--- src/cmc_consts.vh ---
`ifndef CMC_CONSTS_VH
`define CMC_CONSTS_VH

// Register byte addresses
`define CMC_ADDR_CTRL      12'h000
`define CMC_ADDR_CFG2      12'h004
`define CMC_ADDR_STATUS    12'h008
`define CMC_ADDR_PROT      12'h00C

// Mode and control register fields
`define CMC_IDLE_STOP_BIT  13
`define CMC_ABORT_ALL_BIT  12
`define CMC_REQ_HI         10
`define CMC_REQ_LO         8
`define CMC_CUR_HI         7
`define CMC_CUR_LO         5
`define CMC_CAPLINK_BIT    3
`define CMC_WINDOW_BIT     0
`define CMC_CTRL_WMASK     16'h370F

// Second configuration register field
`define CMC_WAKE_FILT_BIT  14

// Status register fields
`define CMC_ST_WAKE_BIT    0
`define CMC_ST_ABORTED_BIT 1
`define CMC_ST_TX_REQUEST_FLAG_BIT   2
`define CMC_ST_IDLE_BIT    3
`define CMC_ST_BUSY_BIT    4
`define CMC_ST_HALT_BIT    5
`define CMC_ST_OVLD_LO     6
`define CMC_ST_OVLD_HI     7

// Mode codes
`define CMC_MODE_NORMAL    3'h0
`define CMC_MODE_DISABLE   3'h1
`define CMC_MODE_LOOPBACK  3'h2
`define CMC_MODE_LISTEN    3'h3
`define CMC_MODE_CONFIG    3'h4
`define CMC_MODE_LISTALL   3'h7

// Timing
`define CMC_IDLE_BITS      11
`define CMC_MAX_OVERLOADS  2
`define CMC_BASE_ID_BITS   11
`define CMC_EXT_ID_BITS    18

`endif

--- src/cmc_mode_ctrl.v ---
// Design decisions made here: the register addresses and the APB register port.
`include "cmc_consts.vh"

module cmc_mode_ctrl
#(
  parameter WAKE_FILT_LEN = 8
)
(
  input  wire        i_core_clk,
  input  wire        i_resetn,
  input  wire        i_clk_en,
  // APB slave
  input  wire        i_psel,
  input  wire        i_penable,
  input  wire        i_pwrite,
  input  wire [11:0] i_paddr,
  input  wire [31:0] i_pwdata,
  output wire        o_pready,
  output reg  [31:0] o_prdata,
  output wire        o_pslverr,
  // Protocol engine side
  input  wire        i_bit_tick,
  input  wire        i_rx_bit,
  input  wire        i_eng_tx_bit,
  input  wire        i_tx_busy,
  input  wire        i_tx_pending,
  input  wire        i_tx_start,
  input  wire        i_all_aborted,
  input  wire        i_rx_msg_done,
  input  wire        i_rx_error,
  input  wire        i_ifs_dominant,
  input  wire        i_rx_not_ready,
  input  wire        i_overload_done,
  input  wire        i_sys_idle,
  input  wire        i_sleeping,
  // Pins
  input  wire        i_bus_rx_pin,
  output reg         o_bus_tx_pin,
  output reg         o_bus_tx_oe,
  output reg         o_pins_own,
  // Engine controls
  output reg         o_eng_rx_bit,
  output reg         o_tx_allow,
  output reg         o_rx_allow,
  output reg         o_ack_allow,
  output reg         o_errflag_allow,
  output reg         o_err_cnt_run,
  output reg         o_err_cnt_clr,
  output reg         o_ignore_err,
  output reg         o_copy_partial,
  output reg         o_abort_all,
  output reg         o_abort_one,
  output reg         o_send_overload,
  output reg         o_capture_evt,
  output reg         o_window_filter,
  output reg         o_prot_wr_en,
  output reg         o_halted,
  output reg  [3:0]  o_id_bits_std,
  output reg  [4:0]  o_id_bits_ext
);

  reg        rst_s1_q;
  reg        rst_s2_q;
  wire       rst_n = rst_s2_q;

  always @(posedge i_core_clk or negedge i_resetn)
  begin
    if (!i_resetn)
    begin
      rst_s1_q <= 1'b0;
      rst_s2_q <= 1'b0;
    end
    else
    begin
      rst_s1_q <= 1'b1;
      rst_s2_q <= rst_s1_q;
    end
  end

  reg  [2:0]  req_q;
  reg  [2:0]  cur_q;
  reg         idle_stop_q;
  reg         abort_all_q;
  reg         caplink_q;
  reg         window_q;
  reg         wake_filt_en_q;
  reg         wake_flag_q;
  reg         aborted_q;
  reg  [3:0]  rec_cnt_q;
  reg         start_wait_q;
  reg  [1:0]  ovld_cnt_q;
  reg  [7:0]  wake_cnt_q;
  reg         filt_rx_q;
  reg         rx_prev_q;

  wire        halted   = idle_stop_q & i_sys_idle;
  wire        run      = i_clk_en & ~halted;
  wire        wr       = i_psel & i_penable & i_pwrite;
  wire        in_cfg   = (cur_q == `CMC_MODE_CONFIG);
  wire        bus_idle = (rec_cnt_q >= `CMC_IDLE_BITS);
  wire        offline  = (cur_q == `CMC_MODE_DISABLE) | in_cfg;
  wire        rx_src   = (cur_q == `CMC_MODE_LOOPBACK) ? i_eng_tx_bit : i_bus_rx_pin;
  wire        cfg_block = (req_q == `CMC_MODE_CONFIG) & i_tx_busy;
  wire [15:0] ctrl_rd;

  // Identifier widths sized to their output ports
  localparam [3:0] ID_STD_BITS = `CMC_BASE_ID_BITS;
  localparam [4:0] ID_EXT_BITS = `CMC_BASE_ID_BITS + `CMC_EXT_ID_BITS;

  function is_valid;
    input [2:0] m;
    begin
      is_valid = (m != 3'h5) && (m != 3'h6);
    end
  endfunction

  assign o_pready  = 1'b1;
  assign o_pslverr = 1'b0;
  assign ctrl_rd   = {2'h0, idle_stop_q, abort_all_q, 1'b0, req_q, cur_q,
                      1'b0, caplink_q, 2'h0, window_q};

  // Bus idle detector and mode switcher
  always @(posedge i_core_clk or negedge rst_n)
  begin
    if (!rst_n)
    begin
      req_q          <= `CMC_MODE_CONFIG;
      cur_q          <= `CMC_MODE_CONFIG;
      idle_stop_q    <= 1'b0;
      abort_all_q    <= 1'b0;
      caplink_q      <= 1'b0;
      window_q       <= 1'b0;
      wake_filt_en_q <= 1'b0;
      wake_flag_q    <= 1'b0;
      aborted_q      <= 1'b0;
      rec_cnt_q      <= 4'h0;
      start_wait_q   <= 1'b0;
      ovld_cnt_q     <= 2'h0;
      wake_cnt_q     <= 8'h00;
      filt_rx_q      <= 1'b1;
      rx_prev_q      <= 1'b1;
    end
    else if (i_clk_en)
    begin
      // Register writes: control bits always writable
      if (wr && i_paddr == `CMC_ADDR_CTRL)
      begin
        if (is_valid(i_pwdata[`CMC_REQ_HI:`CMC_REQ_LO]))
          req_q <= i_pwdata[`CMC_REQ_HI:`CMC_REQ_LO];
        idle_stop_q <= i_pwdata[`CMC_IDLE_STOP_BIT];
        caplink_q   <= i_pwdata[`CMC_CAPLINK_BIT];
        window_q    <= i_pwdata[`CMC_WINDOW_BIT];
      end
      if (wr && i_paddr == `CMC_ADDR_CFG2 && in_cfg)
        wake_filt_en_q <= i_pwdata[`CMC_WAKE_FILT_BIT];
      // Abort-all: set by write, cleared when engine reports all aborted
      if (abort_all_q && i_all_aborted)
        abort_all_q <= 1'b0;
      if (wr && i_paddr == `CMC_ADDR_CTRL && i_pwdata[`CMC_ABORT_ALL_BIT])
        abort_all_q <= 1'b1;
      // Status: write one to clear, set wins
      if (wr && i_paddr == `CMC_ADDR_STATUS)
      begin
        if (i_pwdata[`CMC_ST_WAKE_BIT])
          wake_flag_q <= 1'b0;
        if (i_pwdata[`CMC_ST_ABORTED_BIT])
          aborted_q <= 1'b0;
      end
      // Wake filter on receive line while sleeping
      rx_prev_q <= i_bus_rx_pin;
      if (wake_filt_en_q && i_sleeping)
      begin
        if (i_bus_rx_pin == filt_rx_q)
          wake_cnt_q <= 8'h00;
        else if (wake_cnt_q == WAKE_FILT_LEN[7:0] - 8'h01)
        begin
          filt_rx_q  <= i_bus_rx_pin;
          wake_cnt_q <= 8'h00;
        end
        else
          wake_cnt_q <= wake_cnt_q + 8'h01;
      end
      else
      begin
        filt_rx_q  <= i_bus_rx_pin;
        wake_cnt_q <= 8'h00;
      end
      if (cur_q == `CMC_MODE_DISABLE && ((wake_filt_en_q && i_sleeping) ?
          (filt_rx_q == 1'b0) : (rx_prev_q & ~i_bus_rx_pin)))
        wake_flag_q <= 1'b1;
      if (!halted)
      begin
        if (i_bit_tick)
        begin
          if (!rx_src)
            rec_cnt_q <= 4'h0;
          else if (!bus_idle)
            rec_cnt_q <= rec_cnt_q + 4'h1;
        end
        if (i_tx_start && !offline)
          start_wait_q <= 1'b1;
        if (bus_idle)
          start_wait_q <= 1'b0;
        // Mode switch only at bus idle, latest request, config waits for tx
        if (bus_idle && req_q != cur_q && !cfg_block)
        begin
          cur_q <= req_q;
          if (req_q == `CMC_MODE_DISABLE && start_wait_q)
          begin
            aborted_q    <= 1'b1;
            start_wait_q <= 1'b0;
          end
        end
        // Overload frame count, cleared once interframe resumes normally
        if (i_overload_done && ovld_cnt_q != `CMC_MAX_OVERLOADS)
          ovld_cnt_q <= ovld_cnt_q + 2'h1;
        else if (i_tx_start || i_rx_msg_done)
          ovld_cnt_q <= 2'h0;
      end
    end
  end

  // Mode-dependent pin ownership and engine enables
  always @*
  begin
    o_pins_own      = 1'b0;
    o_bus_tx_oe     = 1'b0;
    o_tx_allow      = 1'b0;
    o_rx_allow      = 1'b0;
    o_ack_allow     = 1'b0;
    o_errflag_allow = 1'b0;
    o_err_cnt_run   = 1'b0;
    o_ignore_err    = 1'b0;
    o_copy_partial  = 1'b0;
    case (cur_q)
      `CMC_MODE_NORMAL:
      begin
        o_pins_own      = 1'b1;
        o_bus_tx_oe     = 1'b1;
        o_tx_allow      = ~start_wait_q | bus_idle;
        o_rx_allow      = 1'b1;
        o_ack_allow     = 1'b1;
        o_errflag_allow = 1'b1;
        o_err_cnt_run   = 1'b1;
      end
      `CMC_MODE_LISTEN:
      begin
        o_pins_own = 1'b1;
        o_rx_allow = 1'b1;
      end
      `CMC_MODE_LISTALL:
      begin
        o_pins_own     = 1'b1;
        o_rx_allow     = 1'b1;
        o_ignore_err   = 1'b1;
        o_copy_partial = i_rx_error;
      end
      `CMC_MODE_LOOPBACK:
      begin
        o_tx_allow      = ~start_wait_q | bus_idle;
        o_rx_allow      = 1'b1;
        o_ack_allow     = 1'b1;
        o_errflag_allow = 1'b1;
        o_err_cnt_run   = 1'b1;
      end
      `CMC_MODE_DISABLE:
        o_pins_own = 1'b0;
      `CMC_MODE_CONFIG:
        o_pins_own = 1'b0;
      default:
        o_pins_own = 1'b0;
    endcase
    if (halted)
    begin
      o_tx_allow = 1'b0;
      o_rx_allow = 1'b0;
    end
  end

  always @*
  begin
    o_bus_tx_pin    = o_bus_tx_oe ? i_eng_tx_bit : 1'b1;
    o_eng_rx_bit    = rx_src;
    o_err_cnt_clr   = in_cfg;
    o_abort_all     = abort_all_q;
    o_abort_one     = bus_idle && req_q == `CMC_MODE_DISABLE && cur_q != req_q
                      && start_wait_q && run;
    o_send_overload = (i_ifs_dominant | i_rx_not_ready) & o_rx_allow
                      & (ovld_cnt_q != `CMC_MAX_OVERLOADS);
    o_capture_evt   = caplink_q & i_rx_msg_done & o_rx_allow & i_clk_en;
    o_window_filter = window_q;
    o_prot_wr_en    = in_cfg;
    o_halted        = halted;
    o_id_bits_std   = ID_STD_BITS;
    o_id_bits_ext   = ID_EXT_BITS;
  end

  // Read data
  always @(posedge i_core_clk or negedge rst_n)
  begin
    if (!rst_n)
      o_prdata <= 32'h0000_0000;
    else if (i_clk_en && i_psel && !i_penable && !i_pwrite)
    begin
      case (i_paddr)
        `CMC_ADDR_CTRL:   o_prdata <= {16'h0000, ctrl_rd};
        `CMC_ADDR_CFG2:   o_prdata <= {17'h0, wake_filt_en_q, 14'h0};
        `CMC_ADDR_STATUS: o_prdata <= {24'h0, ovld_cnt_q, halted, i_tx_busy,
                                       bus_idle, i_tx_pending & ~aborted_q,
                                       aborted_q, wake_flag_q};
        `CMC_ADDR_PROT:   o_prdata <= {31'h0, in_cfg};
        default:          o_prdata <= 32'h0000_0000;
      endcase
    end
  end

endmodule

--- config.mk ---
export PLATFORM = sky130hd
export DESIGN_NAME = cmc_mode_ctrl
export DESIGN_NICKNAME = d
export VERILOG_FILES = /design/src/cmc_mode_ctrl.v
export VERILOG_INCLUDE_DIRS = /design/src /design/src/src
export SDC_FILE = /design/constraint.sdc
export NUM_CORES = 1
export LEC_CHECK = 0
export ABC_CLOCK_PERIOD_IN_PS = 1500
export BUFFER_PORTS_ARGS = -buffer_cell sky130_fd_sc_hd__buf_2
export CAP_MARGIN = 5
export CORE_ASPECT_RATIO = 0.7
export CORE_MARGIN = 3
export CORE_UTILIZATION = 30
export DETAILED_ROUTE_END_ITERATION = 16
export GPL_ROUTABILITY_DRIVEN = 0
export GPL_TIMING_DRIVEN = 0
export PLACE_DENSITY_LB_ADDON = 0.1
export RECOVER_POWER = 100
export SKIP_LAST_GASP = 1
export SYNTH_ARGS = -nofsm -noshare
export SYNTH_HDL_FRONTEND = slang
export SYNTH_SLANG_ARGS = --single-unit
--- constraint.sdc ---
create_clock -name i_core_clk -period 1.5 [get_ports i_core_clk]
set_input_delay 0.3 -clock i_core_clk [delete_from_list [all_inputs] [get_ports i_core_clk]]
set_output_delay 0.3 -clock i_core_clk [all_outputs]
set_load 0.05 [all_outputs]
==> impl_metrics.tcl <==
set metrics [dict create \
    dr.pass1.iters 4 \
    grt_pass1_vias 2306 \
    drt_iter0_drc 129 \
    power_uw 5620 \
    grt_max_degree 25 \
    r2r-start "wake_cnt_q[4]$_DFFE_PN0P_" \
    ir_drop_mv 0.543 \
    synthDistinctLibCells 51 \
    gr-usage-all-layers_pct 14.6 \
    cts_tree "yes" \
    period_minus_slack_ns 1.88 \
    critPathKind "register to primary output" \
    fill_cells 828 \
    ys_ff_latch 46 \
    slowest_delay_ns 0.43 \
    reg2reg_depth 4 \
    grt_setup_unrepaired "yes" \
    final_common_cell "buf_4" \
    wl_met3_um 463 \
    final_cell_mix "buf_4 (64), dfrtp_1 (40), buf_2 (36), nand2_1 (32), conb_1 (30)" \
    cp_max_fo 4 \
    io_pins 127 \
    dp_cells 503 \
    post-route-util_pct 51.2 \
    antenna_left 0 \
    hp-class "input port to register" \
    worst_slew_pin_slew_ns 0.859 \
    fin_nets 500 \
    hold_viol 0 \
    yosysTopAreaCellShare_pct 39.4 \
    yosysSeqAreaShare_pct 43.4 \
    slew_headroom_pct 42.7 \
    grt_pass1_wl_um 11800 \
    cp-endpoint "o_eng_rx_bit" \
    drv_cap 0 \
    routed.top_layer "met4" \
    wl_per_cell_um 14.3 \
    cts.sinks 46 \
    yosysWarnings 0 \
    rrSetupSlack_ns -0.36 \
    io_buffers 72 \
    chipWidth_um 119 \
    overflow 0 \
    clock_latency_ns 0.28 \
    wl_met2_um 3570 \
    synth_area_leaders "dfrtp_1 (39%), buf_4 (9.0%), nand2_1 (5.2%)" \
    yosys.area.top_type "dfrtp_1" \
    syn_area_um2 2670 \
    crit_start "cur_q[0]$_DFFE_PN0P_" \
    cp-end-kind "primary output" \
    violations "setup timing" \
    cts_buffer_depth 2 \
    htreeDepth 2 \
    wl_met1_um 3860 \
    fmax_mhz 531 \
    start_kind "register" \
    die_height_um 84.9 \
    finalCritPeriodShare_pct 126 \
    antenna_found_initial 0 \
    worstPathArrival_ns 1.58 \
    dp_hpwl_um 5450 \
    async_flop_share_pct 100 \
    die_area_um2 10100 \
    antennaDiodeCount 0 \
    drc_errors 0 \
    route.vias.total 2512 \
    core_um2 8550 \
    routed_wl_um 7920 \
    clock_tree.root_cell "clkbuf_16" \
    crit_chain "buf_4, nor3b_4, mux2i_2, inv_2, buf_6" \
    timing.rr.end "filt_rx_q$_DFFE_PN1P_" \
    clkTransAtPathRegs_ns 0.07 \
    start_util_pct 31.2 \
    cp_slowest_cell "dfrtp_1" \
    area_growth_pct 64.0 \
    cts_buffers 5 \
    vias_per_cell 4.54 \
    power_leakage_uw 0.00210 \
    setup_violations 43 \
    required_ns 1.20 \
    synth-main-ff-cell "dfrtp_1" \
    skew_ns 0.00764 \
    power.density_nw_per_um2 1290 \
    syn_inst 282 \
    fin_cells 553 \
    finalMaxSlewViolations 0 \
    rows 28 \
    syn_avg_cell_area_um2 9.45 \
    synth_enable_flop_cells 0 \
    finalWorstSetupSlack_ns -0.383 \
    outcome "finished with violations" \
    drive_gt1_share_pct 51.0 \
]
-- synthesized netlist by cell type, drive strengths merged, types with 6 or more instances --
cell type / instances
nand3: 6
buf: 35
nand4: 8
a21oi: 7
dfrtp: 42
inv: 10
nor2: 16
nor3: 9
nand2: 37
o21ai: 18
a22o: 8
mux2: 7
mux2i: 7
-- final cells by class --
class	count	area [µm²]	area share [%]
plain buffers	39	325	7.44
clock buffers	6	139	3.18
clock inverters	2	60.1	1.37
inverters	10	42.5	0.973
multi-input cells	214	1620	37.1
flip-flops and latches	46	1160	26.5
well taps	120	150	3.43
repair buffers	116	877	20.1
-- through the flow --
step                hold slack (ns)  area (µm²)  TNS, ns  setup slack, ns
floorplan                   0.00441        2960    -4.16           -0.398
global placement             0.0863        3470   -36.07           -0.561
detailed placement           0.0886        3490   -13.55           -0.511
CTS                           0.207        4140    -7.96           -0.376
global route                  0.214        4370   -12.45           -0.429
finish                        0.207        4370    -8.92           -0.383
-- worst min-delay path by stage --
stage | from | endpoint | slack [ns] | depth (start not counted)
after floorplan | i_resetn | rst_n$_DFF_PN0_ | 0.004 | 0
after global placement | i_resetn | rst_n$_DFF_PN0_ | 0.09 | 1
after detailed placement | i_resetn | rst_s1_q$_DFF_PN0_ | 0.09 | 1
after CTS | i_pwdata[3] | caplink_q$_DFFE_PN0P_ | 0.21 | 3
after global routing | i_pwdata[3] | caplink_q$_DFFE_PN0P_ | 0.21 | 3
final | i_pwdata[3] | caplink_q$_DFFE_PN0P_ | 0.21 | 3
-- logic make-up (layout without fill, tap and decap cells) --
logic type,count (synthesis),after routing,synth area share (%)
other,2,30,0.282
flip-flops,46,46,43.4
XOR/XNOR,8,8,2.63
AO/OA/AOI/OAI,53,53,13.7
adder cells (fa/ha/maj),3,3,1.41
AND/OR/NAND/NOR,106,106,21.2
buffers and inverters,50,173,11.9
multiplexers,14,14,5.58
-- metal layers --
| metal | global-route usage, % | up-vias |
|---|---|---|
| met2 | 22.7 | 82 |
| li1 | - | 1238 |
| met1 | 21.2 | 1190 |
| met4 | 2.52 | 0 |
| met3 | 3.46 | 2 |
| met5 | 0 | - |
-- worst max-delay path, delay by kind of cell, from the launching register on --
family / cells / cell delay, ns
buffers and inverters: 3 / 0.37
and+or+nand+nor: 1 / 0.22
DFF: 1 / 0.43
muxes: 1 / 0.27
-- repair_timing --
action	CTS	global route
setup buffers	27	16
gates resized for setup	61	37
endpoints found under the setup margin	51	54
pin swaps	21	23
endpoints found under the hold margin	2	0
hold buffers	1	0
-- power breakdown --
| part | leakage, µW | internal (µW) | switching, µW |
|---|---|---|---|
| combinational | 0.00141 | 1230 | 1390 |
| sequential | 0.000592 | 1360 | 155 |
| clock | 0.0000971 | 1000 | 478 |
| total | 0.00210 | 3600 | 2030 |
-- registers in the layout (all words and copies together) (netlist names) --
name	cells
o_window_filter	1
filt_rx_q	1
rec_cnt_q	4
caplink_q	1
cur_q	3
idle_stop_q	1
wake_flag_q	1
wake_filt_en_q	1
o_prdata	14
ovld_cnt_q	2
req_q	3
wake_cnt_q	8
aborted_q	1
start_wait_q	1
o_abort_all	1
rx_prev_q	1
rst_n	1
rst_s1_q	1
Note: power is estimated with default switching activity, not from simulation.
